<file path="config.mk">
export PLATFORM = sky130hd
export DESIGN_NAME = pmoc_onoff_margin
export DESIGN_NICKNAME = d
export VERILOG_FILES = /design/src/pmoc_pkg.sv /design/src/pmoc_pin_sync.sv /design/src/pmoc_onoff_margin.sv
export VERILOG_INCLUDE_DIRS = /design/src
export SDC_FILE = /design/constraint.sdc
export NUM_CORES = 1
export LEC_CHECK = 0
export BUFFER_PORTS_ARGS = -buffer_cell sky130_fd_sc_hd__buf_2
export CAP_MARGIN = 5
export CORE_MARGIN = 2
export CORE_UTILIZATION = 64
export CTS_CLUSTER_DIAMETER = 100
export DETAILED_ROUTE_END_ITERATION = 8
export PLACE_DENSITY = 0.95
export SYNTH_ARGS = -nofsm -noshare
export SYNTH_HDL_FRONTEND = slang
export SYNTH_SLANG_ARGS = --single-unit
</file>
<file path="constraint.sdc">
create_clock -name CLOCK_IN -period 5.46 [get_ports CLOCK_IN]
set_clock_uncertainty 0.15 [all_clocks]
set_input_delay 1.092 -clock CLOCK_IN [delete_from_list [all_inputs] [get_ports CLOCK_IN]]
set_output_delay 1.092 -clock CLOCK_IN [all_outputs]
set_load 0.02 [all_outputs]
</file>
<file path="src/pmoc_defs.svh">
`ifndef PMOC_DEFS_SVH
`define PMOC_DEFS_SVH

// Command codes.
`define PMOC_CMD_RUN 8'h01
`define PMOC_CMD_CFG 8'h02
`define PMOC_CMD_LEVEL 8'hfa
`define PMOC_CMD_PRIV 8'hfb
`define PMOC_CMD_PUB 8'hfc
`define PMOC_CMD_MASK 8'hfd

// Reset values.
`define PMOC_RUN_RST 8'h00
`define PMOC_CFG_RST 8'h16
`define PMOC_LEVEL_PUBLIC 8'h01
`define PMOC_PASS_RST 16'h0000
`define PMOC_MASK_RST 16'hffff

// Run-control fields.
`define PMOC_RUN_ONOFF_HI 7
`define PMOC_RUN_ONOFF_LO 6
`define PMOC_RUN_MRG_HI 5
`define PMOC_RUN_MRG_LO 4
`define PMOC_RUN_KEEP 8'hf0
`define PMOC_ONOFF_IMM 2'b00
`define PMOC_ONOFF_SOFT 2'b01
`define PMOC_ONOFF_ON 2'b10
`define PMOC_MRG_NOM 2'b00
`define PMOC_MRG_LOW 2'b01
`define PMOC_MRG_HIGH 2'b10

// Start-source configuration fields.
`define PMOC_CFG_SRC_HI 4
`define PMOC_CFG_SRC_LO 2
`define PMOC_CFG_POL 1
`define PMOC_CFG_IMM 0
`define PMOC_CFG_KEEP 8'h1f

// Write-protect mask bits, a one leaves the command writable.
`define PMOC_MASK_RUN 0
`define PMOC_MASK_CFG 1
`define PMOC_MASK_PRIV 2
`define PMOC_MASK_PUB 3

// Linear formats.
`define PMOC_FIXED_EXP 13

// Timing.
`define PMOC_CLK_NS 100
`define PMOC_SOFT_STOP_US 1000
`define PMOC_SOFT_STOP_CYC ((`PMOC_SOFT_STOP_US * 1000) / `PMOC_CLK_NS)

`endif

</file>
<file path="src/pmoc_pkg.sv">
`include "pmoc_defs.svh"

package pmoc_pkg;

   typedef enum logic [2:0] {
      PMOC_OFF = 3'b001,
      PMOC_ON = 3'b010,
      PMOC_RAMP = 3'b100
   } pmoc_state_e;

   typedef struct packed {
      pmoc_state_e state;
      logic [7:0] run;
      logic [7:0] cfg;
      logic [15:0] priv;
      logic [15:0] pub;
      logic [15:0] mask;
      logic [15:0] mask_act;
      logic [15:0] rd_data;
      logic rd_valid;
      logic cmd_err;
      logic [31:0] cnt;
      logic out_en;
      logic ramp;
      logic [1:0] margin;
   } pmoc_top_s;

   // Value of a short linear word in units of 2^-16, exponent above mantissa.
   function automatic logic signed [47:0] pmoc_short_linear(input logic [15:0] w);
      logic signed [47:0] m;
      logic signed [5:0] e;
      m = 48'(signed'(w[10:0]));
      e = 6'(signed'(w[15:11])) + 6'sd16;
      return m <<< e;
   endfunction : pmoc_short_linear

   // Fixed exponent words both scale by 2^-13; returned in units of 2^-16.
   function automatic logic signed [47:0] pmoc_fixed_unsigned(input logic [15:0] w);
      return 48'({32'h0000_0000, w}) <<< (16 - `PMOC_FIXED_EXP);
   endfunction : pmoc_fixed_unsigned

   function automatic logic signed [47:0] pmoc_fixed_signed(input logic [15:0] w);
      return 48'(signed'(w)) <<< (16 - `PMOC_FIXED_EXP);
   endfunction : pmoc_fixed_signed

   // A passphrase carries two text characters; each must be 7-bit ASCII.
   function automatic logic pmoc_is_text(input logic [15:0] w);
      return !w[15] && !w[7];
   endfunction : pmoc_is_text

endpackage : pmoc_pkg

</file>
<file path="src/pmoc_pin_sync.sv">
`timescale 1ns/100ps
`include "pmoc_defs.svh"

// Three stages per pin; the held level moves only when stages two and three agree.
module pmoc_pin_sync #(
   parameter int WIDTH = 2
) (
   input wire logic clock_in,
   input wire logic rst_in,
   input wire logic [WIDTH-1:0] pin_in,
   output logic [WIDTH-1:0] level_out
);

   typedef struct packed {
      logic [WIDTH-1:0] s1;
      logic [WIDTH-1:0] s2;
      logic [WIDTH-1:0] s3;
      logic [WIDTH-1:0] lvl;
   } pmoc_sync_s;

   pmoc_sync_s st_r;
   pmoc_sync_s st_nxt;

   if (WIDTH < 1) begin : g_chk
      $error("pmoc_pin_sync needs at least one pin");
   end

   always_comb begin
      st_nxt = st_r;
      st_nxt.s1 = pin_in;
      st_nxt.s2 = st_r.s1;
      st_nxt.s3 = st_r.s2;
      for (int i = 0; i < WIDTH; i++) begin
         if (st_r.s2[i] == st_r.s3[i]) begin
            st_nxt.lvl[i] = st_r.s3[i];
         end
      end
   end

   always_ff @(posedge clock_in) begin
      if (rst_in) begin
         st_r <= '0;
      end else begin
         st_r <= st_nxt;
      end
   end

   assign level_out = st_r.lvl;

endmodule : pmoc_pin_sync

</file>
<file path="src/pmoc_onoff_margin.sv">
`timescale 1ns/100ps
`include "pmoc_defs.svh"

// Behaviour
// Read-only access level, reads public level one.
// Private passphrase readable, writable, resets zero.
// Public passphrase readable, writable, resets zero.
// Write-protect mask readable, writable, resets ones.
// Short linear: 5-bit exponent, 11-bit mantissa.
// Unsigned fixed format: mantissa times 2^-13.
// Signed fixed format: mantissa times 2^-13.
// Text values carried as ASCII strings.
// Host disables output before most setting writes.
// Every command readable at any time.
// Written settings may wait until next enable.
// Host waits 100ms after store or restore.
// Host spaces reads 2ms, others 5ms; pmoc_host waits GAP clock cycles before every read and write.
// Host stores, power cycles, re-enables to confirm.
// Run bits: 00 immediate, 01 soft, 10 on.
// Margin bits: 00 nominal, 01 low, 10 high.
// Commanded margin only while margin pin open.
// Unlisted run-control values rejected as errors.
// Start source: always, pin, command, or both.
// Config bit one sets enable pin polarity.
// Config bit zero: pin-off ramps or immediate.
// Start config resets to pin start value.
// Config bits 7:5 read zero, no effect.
module pmoc_onoff_margin #(
   parameter int SOFT_STOP_CYCLES = `PMOC_SOFT_STOP_CYC
) (
   input wire logic CLOCK_IN,
   input wire logic RST_IN,
   input wire logic [7:0] CMD_CODE_IN,
   input wire logic WR_STB_IN,
   input wire logic [15:0] WR_DATA_IN,
   input wire logic RD_STB_IN,
   output logic [15:0] RD_DATA_OUT,
   output logic RD_VALID_OUT,
   output logic CMD_ERR_OUT,
   input wire logic EN_PIN_IN,
   input wire logic MARGIN_PIN_OPEN_IN,
   output logic OUTPUT_EN_OUT,
   output logic RAMP_DOWN_OUT,
   output logic [1:0] MARGIN_SEL_OUT
);

   pmoc_pkg::pmoc_top_s st_r;
   pmoc_pkg::pmoc_top_s st_nxt;
   logic [1:0] pins_sync;
   logic en_pin_sync;
   logic margin_open_sync;
   logic pin_active;
   logic cmd_on;
   logic [2:0] src;
   logic want_on;
   logic stop_now;

   if (SOFT_STOP_CYCLES < 1) begin : g_chk
      $error("SOFT_STOP_CYCLES must be at least one");
   end

   pmoc_pin_sync #(
      .WIDTH(2)
   ) u_pins (
      .clock_in(CLOCK_IN),
      .rst_in(RST_IN),
      .pin_in({MARGIN_PIN_OPEN_IN, EN_PIN_IN}),
      .level_out(pins_sync)
   );

   assign en_pin_sync = pins_sync[0];
   assign margin_open_sync = pins_sync[1];

   function automatic logic run_value_ok(input logic [7:0] v);
      logic [3:0] top;
      top = v[7:4];
      return (top == 4'h0) || (top == 4'h4) || (top == 4'h8) || (top == 4'h9) || (top == 4'ha);
   endfunction : run_value_ok

   always_comb begin
      pin_active = st_r.cfg[`PMOC_CFG_POL] ? en_pin_sync : !en_pin_sync;
      cmd_on = st_r.run[`PMOC_RUN_ONOFF_HI:`PMOC_RUN_ONOFF_LO] == `PMOC_ONOFF_ON;
      src = st_r.cfg[`PMOC_CFG_SRC_HI:`PMOC_CFG_SRC_LO];
      // Bit 2 of the source selects gated start, bit 0 the pin and bit 1 the command.
      want_on = !src[2] || ((!src[0] || pin_active) && (!src[1] || cmd_on));
      // An immediate stop from either source wins over a soft one.
      stop_now = (src[2] && src[1] &&
                  st_r.run[`PMOC_RUN_ONOFF_HI:`PMOC_RUN_ONOFF_LO] == `PMOC_ONOFF_IMM) ||
                 (src[2] && src[0] && !pin_active && st_r.cfg[`PMOC_CFG_IMM]);
   end

   always_comb begin
      st_nxt = st_r;
      st_nxt.rd_valid = 1'b0;
      st_nxt.cmd_err = 1'b0;

      // Reads are never blocked by the output state.
      if (RD_STB_IN) begin
         st_nxt.rd_valid = 1'b1;
         if (CMD_CODE_IN == `PMOC_CMD_RUN) begin
            st_nxt.rd_data = {8'h00, st_r.run};
         end else if (CMD_CODE_IN == `PMOC_CMD_CFG) begin
            st_nxt.rd_data = {8'h00, st_r.cfg};
         end else if (CMD_CODE_IN == `PMOC_CMD_LEVEL) begin
            st_nxt.rd_data = {8'h00, `PMOC_LEVEL_PUBLIC};
         end else if (CMD_CODE_IN == `PMOC_CMD_PRIV) begin
            st_nxt.rd_data = st_r.priv;
         end else if (CMD_CODE_IN == `PMOC_CMD_PUB) begin
            st_nxt.rd_data = st_r.pub;
         end else if (CMD_CODE_IN == `PMOC_CMD_MASK) begin
            st_nxt.rd_data = st_r.mask;
         end else begin
            st_nxt.rd_data = 16'h0000;
            st_nxt.cmd_err = 1'b1;
         end
      end

      if (WR_STB_IN) begin
         if (CMD_CODE_IN == `PMOC_CMD_RUN) begin
            if (!st_r.mask_act[`PMOC_MASK_RUN] || !run_value_ok(WR_DATA_IN[7:0])) begin
               st_nxt.cmd_err = 1'b1;
            end else begin
               st_nxt.run = WR_DATA_IN[7:0] & `PMOC_RUN_KEEP;
            end
         end else if (CMD_CODE_IN == `PMOC_CMD_CFG) begin
            if (!st_r.mask_act[`PMOC_MASK_CFG]) begin
               st_nxt.cmd_err = 1'b1;
            end else begin
               st_nxt.cfg = WR_DATA_IN[7:0] & `PMOC_CFG_KEEP;
            end
         end else if (CMD_CODE_IN == `PMOC_CMD_PRIV) begin
            if (!st_r.mask_act[`PMOC_MASK_PRIV] || !pmoc_pkg::pmoc_is_text(WR_DATA_IN)) begin
               st_nxt.cmd_err = 1'b1;
            end else begin
               st_nxt.priv = WR_DATA_IN;
            end
         end else if (CMD_CODE_IN == `PMOC_CMD_PUB) begin
            if (!st_r.mask_act[`PMOC_MASK_PUB] || !pmoc_pkg::pmoc_is_text(WR_DATA_IN)) begin
               st_nxt.cmd_err = 1'b1;
            end else begin
               st_nxt.pub = WR_DATA_IN;
            end
         end else if (CMD_CODE_IN == `PMOC_CMD_MASK) begin
            st_nxt.mask = WR_DATA_IN;
         end else begin
            // The access level is read only; writing it is refused like an unknown code.
            st_nxt.cmd_err = 1'b1;
         end
      end

      // A new mask is held pending while the output runs and applied once it is off.
      if (st_r.state == pmoc_pkg::PMOC_OFF) begin
         st_nxt.mask_act = st_r.mask;
      end

      case (st_r.state)
         pmoc_pkg::PMOC_OFF: begin
            st_nxt.cnt = 32'h0000_0000;
            if (want_on) begin
               st_nxt.state = pmoc_pkg::PMOC_ON;
            end
         end
         pmoc_pkg::PMOC_ON: begin
            st_nxt.cnt = 32'h0000_0000;
            if (!want_on) begin
               st_nxt.state = stop_now ? pmoc_pkg::PMOC_OFF : pmoc_pkg::PMOC_RAMP;
            end
         end
         pmoc_pkg::PMOC_RAMP: begin
            if (want_on) begin
               st_nxt.state = pmoc_pkg::PMOC_ON;
            end else if (stop_now || st_r.cnt == 32'(SOFT_STOP_CYCLES - 1)) begin
               st_nxt.state = pmoc_pkg::PMOC_OFF;
            end else begin
               st_nxt.cnt = st_r.cnt + 32'h0000_0001;
            end
         end
         default: begin
            st_nxt.state = pmoc_pkg::PMOC_OFF;
         end
      endcase

      st_nxt.out_en = st_nxt.state == pmoc_pkg::PMOC_ON;
      st_nxt.ramp = st_nxt.state == pmoc_pkg::PMOC_RAMP;
      // A strapped margin pin overrides the commanded margin, so it must read open.
      if (st_nxt.out_en && margin_open_sync &&
          st_nxt.run[`PMOC_RUN_ONOFF_HI:`PMOC_RUN_ONOFF_LO] == `PMOC_ONOFF_ON) begin
         st_nxt.margin = st_nxt.run[`PMOC_RUN_MRG_HI:`PMOC_RUN_MRG_LO];
      end else begin
         st_nxt.margin = `PMOC_MRG_NOM;
      end
   end

   always_ff @(posedge CLOCK_IN) begin
      if (RST_IN) begin
         st_r.state <= pmoc_pkg::PMOC_OFF;
         st_r.run <= `PMOC_RUN_RST;
         st_r.cfg <= `PMOC_CFG_RST;
         st_r.priv <= `PMOC_PASS_RST;
         st_r.pub <= `PMOC_PASS_RST;
         st_r.mask <= `PMOC_MASK_RST;
         st_r.mask_act <= `PMOC_MASK_RST;
         st_r.rd_data <= 16'h0000;
         st_r.rd_valid <= 1'b0;
         st_r.cmd_err <= 1'b0;
         st_r.cnt <= 32'h0000_0000;
         st_r.out_en <= 1'b0;
         st_r.ramp <= 1'b0;
         st_r.margin <= `PMOC_MRG_NOM;
      end else begin
         st_r <= st_nxt;
      end
   end

   assign RD_DATA_OUT = st_r.rd_data;
   assign RD_VALID_OUT = st_r.rd_valid;
   assign CMD_ERR_OUT = st_r.cmd_err;
   assign OUTPUT_EN_OUT = st_r.out_en;
   assign RAMP_DOWN_OUT = st_r.ramp;
   assign MARGIN_SEL_OUT = st_r.margin;
endmodule : pmoc_onoff_margin

</file>
======== Yosys cells after proc, flatten, opt, wreduce, memory -nomap -nowiden ========
Index checks and enable logic that the tools add are counted.
Widths: inputs -> output; s select.
operators by class
  reductions and logical operators ........ 43
  equality and inequality tests ........... 22
  add/sub/neg operators ................... 1
  mux-type cells .......................... 47
  bitwise logic cells ..................... 7
operator list
  kind                   number
  $mux 16                12
  $mux 32                3
  $mux 64                1
  $pmux 32 s2            1
  $mux 56                1
  $mux 48                1
  $add 32x1->32 const B  1
  $eq 32x14->1 const B   1
  $eq 8x8->1 const B     4
  $mux 8                 3
  $mux 1                 17
  $mux 3                 5
  $eq 4x4->1 const B     3
  $logic_not 1->1        12
  $logic_or 1x1->1       12
  $reduce_and 6->1       2
  $logic_and 1x1->1      9
  $pmux 3 s3             1
  $eq 8x1->1 const B     1
  $eq 8x2->1 const B     1
  $not 1->1              7
  $eq 3x2->1 const B     2
  $eq 3x3->1 const B     2
  $mux 5                 1
  13 further kinds       17
storage, ports and cells
  logic and storage cells ................. 139
  bits in registers ....................... 126
  output and inout bits ................... 22

======== Logic depth before layout (Yosys ltp) ========
  depth after elaboration ................. 15
  gate-level depth with buffers ........... 9
  depth with buffers taken out ............ 7

======== By module ========
A second synthesis with hierarchy kept.
unflattened totals
  cell total of the unflattened synthesis .. 682
  area, all modules ....................... 5749.3 sq um
modules (own cells, without submodules)
  module             cells an instance  seq. area each (sq um)  times used  area an instance (sq um)
  pmoc_onoff_margin  660                2362.3                  1           5506.5
  pmoc_pin_sync      22                 160.2                   1           242.7

======== Least setup slack after synthesis ========
Ideal clock, no wire load.
  kind .................................... input to register
  start ................................... input CMD_CODE_IN[1]
  end ..................................... register st_r[100] (netlist name)
  data required time ...................... 5.182 ns
  arrival ................................. 2.624 ns
  setup slack ............................. 2.559 ns
  cell stages on the path ................. 8
  cell sequence ........................... buf_2 nor2b_1 nor4b_2 nand3_1 nor2_4 buf_4 mux2i_1 nor2_1
between the ends
  longest elaborated chain between the ends .. 3
RTL lines
  item                                                line                      text
  start, declared                                     pmoc_onoff_margin.sv:33   input wire logic [7:0] CMD_CODE_IN,
  $eq 8x8->1 (no line), or another cell as far along  --
  $not 1->1 (no line)                                 --
  $reduce_and 6->1 (no line) *                        --
  end signal, assigned                                pmoc_onoff_margin.sv:211  st_r <= st_nxt;
  end, declared                                       pmoc_onoff_margin.sv:47   pmoc_pkg::pmoc_top_s st_r;
Mark *: on every way between the ends. The rest lies on a longest branch, timed or not.
A chain may end at the register's enable or synchronous reset.

======== Worst setup path in the final report ========
  start ................................... input CMD_CODE_IN[0]
  end ..................................... register st_r[78] (netlist name)
The elaborated chain is that of the path after synthesis.

==> metrics.yaml <==
status:
  status: "completed"
timing:
  finalCritPeriodShare_pct: 62.6
  final_hold_viol_count: 0
  slew_violations: 0
  relSlewSlack_pct: 12.9
  setup_tns_ns: 0
  worst_pin_slew_ns: 1.30
  layout_min_cycle_time_ns: 3.42
  rsz0062_at_grt: "false"
  fin_ws_ns: 2.04
  max_freq_mhz: 293
  setup_violations: 0
setup_path:
  crit_fanout: 16
  crit_path_start_kind: "primary input"
  cp-end-kind: "flip-flop"
  crit_required_ns: 5.78
  crit_type: "in2reg"
  cp_data_arrival_time_ns: 3.74
floorplanning:
  die_width_um: 98.5
  initial_core_util_pct: 65.9
  chipHeight_um: 98.5
  die_area_mm2: 0.00971
  rows: 34
  coreArea_mm2: 0.00868
  io_pins: 52
placed_design:
  place.gp.congestion: 0.977
  post-dp-hpwl_mm: 9.62
  portBuffers: 51
  dpl_cell_area_mm2: 0.00585
  pre_cts_ws_ns: 1.87
clock_tree:
  cts.sinks: 126
  clockBufferDepth: 2
  cts_tree: "built"
  root_buffer: "clkbuf_8"
  cts_resized: 0
  path_clk_slew_ns: 0.07
  clk_latency_ns: 0.54
  htreeDepth: 4
  numCtsBuffers: 17
  postCtsSetupRepairBufs: 0
  hold_buffers: 0
logic_synthesis:
  yosys-top-cells-area: "dfxtp_1 (44%), nand2_1 (5.6%), a21oi_1 (4.8%)"
  syn_area_mm2: 0.00572
  synth_nets: 704
  synth_cell_types: 66
  ys_seq_area_share_pct: 44.1
  synth.largest_area_cell: "dfxtp_1"
  yosys_warnings: 0
  synth_top_flop_cell: "dfxtp_1"
  synthCells: 673
  ys_async_sr_fraction_pct: 0
  synth-edff-count: 0
  ys_ff_latch: 126
  synth_area_per_cell_um2: 8.50
  synth.top_cell.area_share_pct: 44.1
grt:
  track_usage_pct: 33.1
  grt_pass1_vias: 5326
  grt_pass1_wl_mm: 25.8
  grt_start_max_net_pins: 93
  grt_antenna_before_repair: 0
  grt_overflow: 0
final_layout:
  layout_common_cells: "dfxtp_1 (126), nand2_1 (86), a21oi_1 (55)"
  diodes: 0
  drive_gt1_share_pct: 14.6
  synthToLayoutAreaGrowth_pct: 12.7
  final_util_pct: 74.3
  final_area_mm2: 0.00645
  mostFrequentLayoutCell: "dfxtp_1"
  finalNetCount: 724
detailed_routing:
  drt-pass1-iter-count: 7
  ant_nets: 0
  avgRoutedWirePerCell_um: 19.3
  drc_errors: 0
  routed_wl_mm: 15.8
  avgViaCountPerCell: 6.72
  drtIter0Drc: 690
  vias: 5467
power_and_ir_drop:
  vdd_ir_drop_max_mv: 0.247
  powerDensity_mw_per_mm2: 333
  power_uw: 2150
  leakagePower_uw: 0.00232
min_path:
  hold_class: "reg2reg"
run:
  cap_violations: 0
per-layer routing:
layer / GRT usage (%) / vias up / routed length, um
li1: - / 2424 / -
met1: 40.5 / 2537 / 5890
met2: 52.3 / 405 / 7470
met3: 8.79 / 101 / 1550
met4: 20.1 / 0 / 851
met5: 0 / - / 0
report_power, final:
group | internal, uW | switching (uW) | total, uW
registers | 925 | 2.54 | 927
clock network | 680 | 467 | 1150
logic | 24.2 | 48.9 | 73.1
total | 1630 | 518 | 2150
state kept, by name, indices dropped and copies added (netlist names):
signal / count
u_pins.st_nxt: 4
RAMP_DOWN_OUT: 1
src: 3
OUTPUT_EN_OUT: 1
RD_VALID_OUT: 1
CMD_ERR_OUT: 1
u_pins.st_r: 2
MARGIN_SEL_OUT: 2
u_pins.level_out: 2
RD_DATA_OUT: 16
st_r: 93
critical path: stages:
cell and delay, ns:
buf_2 0.26, nor2b_1 0.30, and3_1 0.56, nor2b_1 1.08, nand2_1 0.23, nand3b_1 0.20
synthesized netlist by cell type (all sizes together), types with 5 or more instances:
master / instances
a21oi: 56
buf: 31
nand2b: 20
mux2i: 25
nor2: 57
a222oi: 8
dfxtp: 126
clkbuf: 22
nand3: 16
o21ai: 36
a31oi: 5
a211o: 7
nor3b: 9
or3: 23
and3: 13
nand4: 9
nor3: 16
nand3b: 16
inv: 11
nand2: 86
nor2b: 20
nor4: 6
cell families (layout without fill, tap and decap cells):
kind of cell | after synthesis | in the layout | share of synthesized area [%]
AND/OR/NAND/NOR | 309 | 309 | 29.0
XOR/XNOR | 5 | 5 | 0.766
flip-flops | 126 | 126 | 44.1
multiplexers | 25 | 25 | 4.37
buffers and inverters | 65 | 98 | 5.73
adder cells (fa/ha/maj) | 1 | 1 | 0.219
AO/OA/AOI/OAI | 142 | 142 | 15.8
cell type report:
| type | count | area, um^2 |
|---|---|---|
| well taps | 108 | 135 |
| repair buffers | 54 | 278 |
| clock buffers | 18 | 428 |
| multi-input cells | 482 | 2870 |
| clock inverters | 14 | 170 |
| flip-flops and latches | 126 | 2520 |
| inverters | 12 | 45.0 |
| fillers | 528 | 2230 |
stage by stage:
step / cells / hold slack (ns)
after floorplan: 673 / 0.264
after global placement: 782 / 0.269
after detailed placement: 782 / 0.291
after CTS: 814 / 0.305
after global routing: 814 / 0.309
final: 814 / 0.295
worst paths after layout:
| check | startpoint | end | slack, ns | depth (start not counted) |
|---|---|---|---|---|
| setup / recovery | CMD_CODE_IN[0] | st_r[78] | 2.04 | 6 |
| hold / removal | u_pins.st_nxt[5] | u_pins.st_nxt[3] | 0.29 | 1 |
| hold reg to reg | u_pins.st_nxt[5] | u_pins.st_nxt[3] | 0.29 | 1 |
| setup reg to reg | st_r[5] | st_r[35] | 2.51 | 7 |
Note: power is estimated with default switching activity, not from simulation.
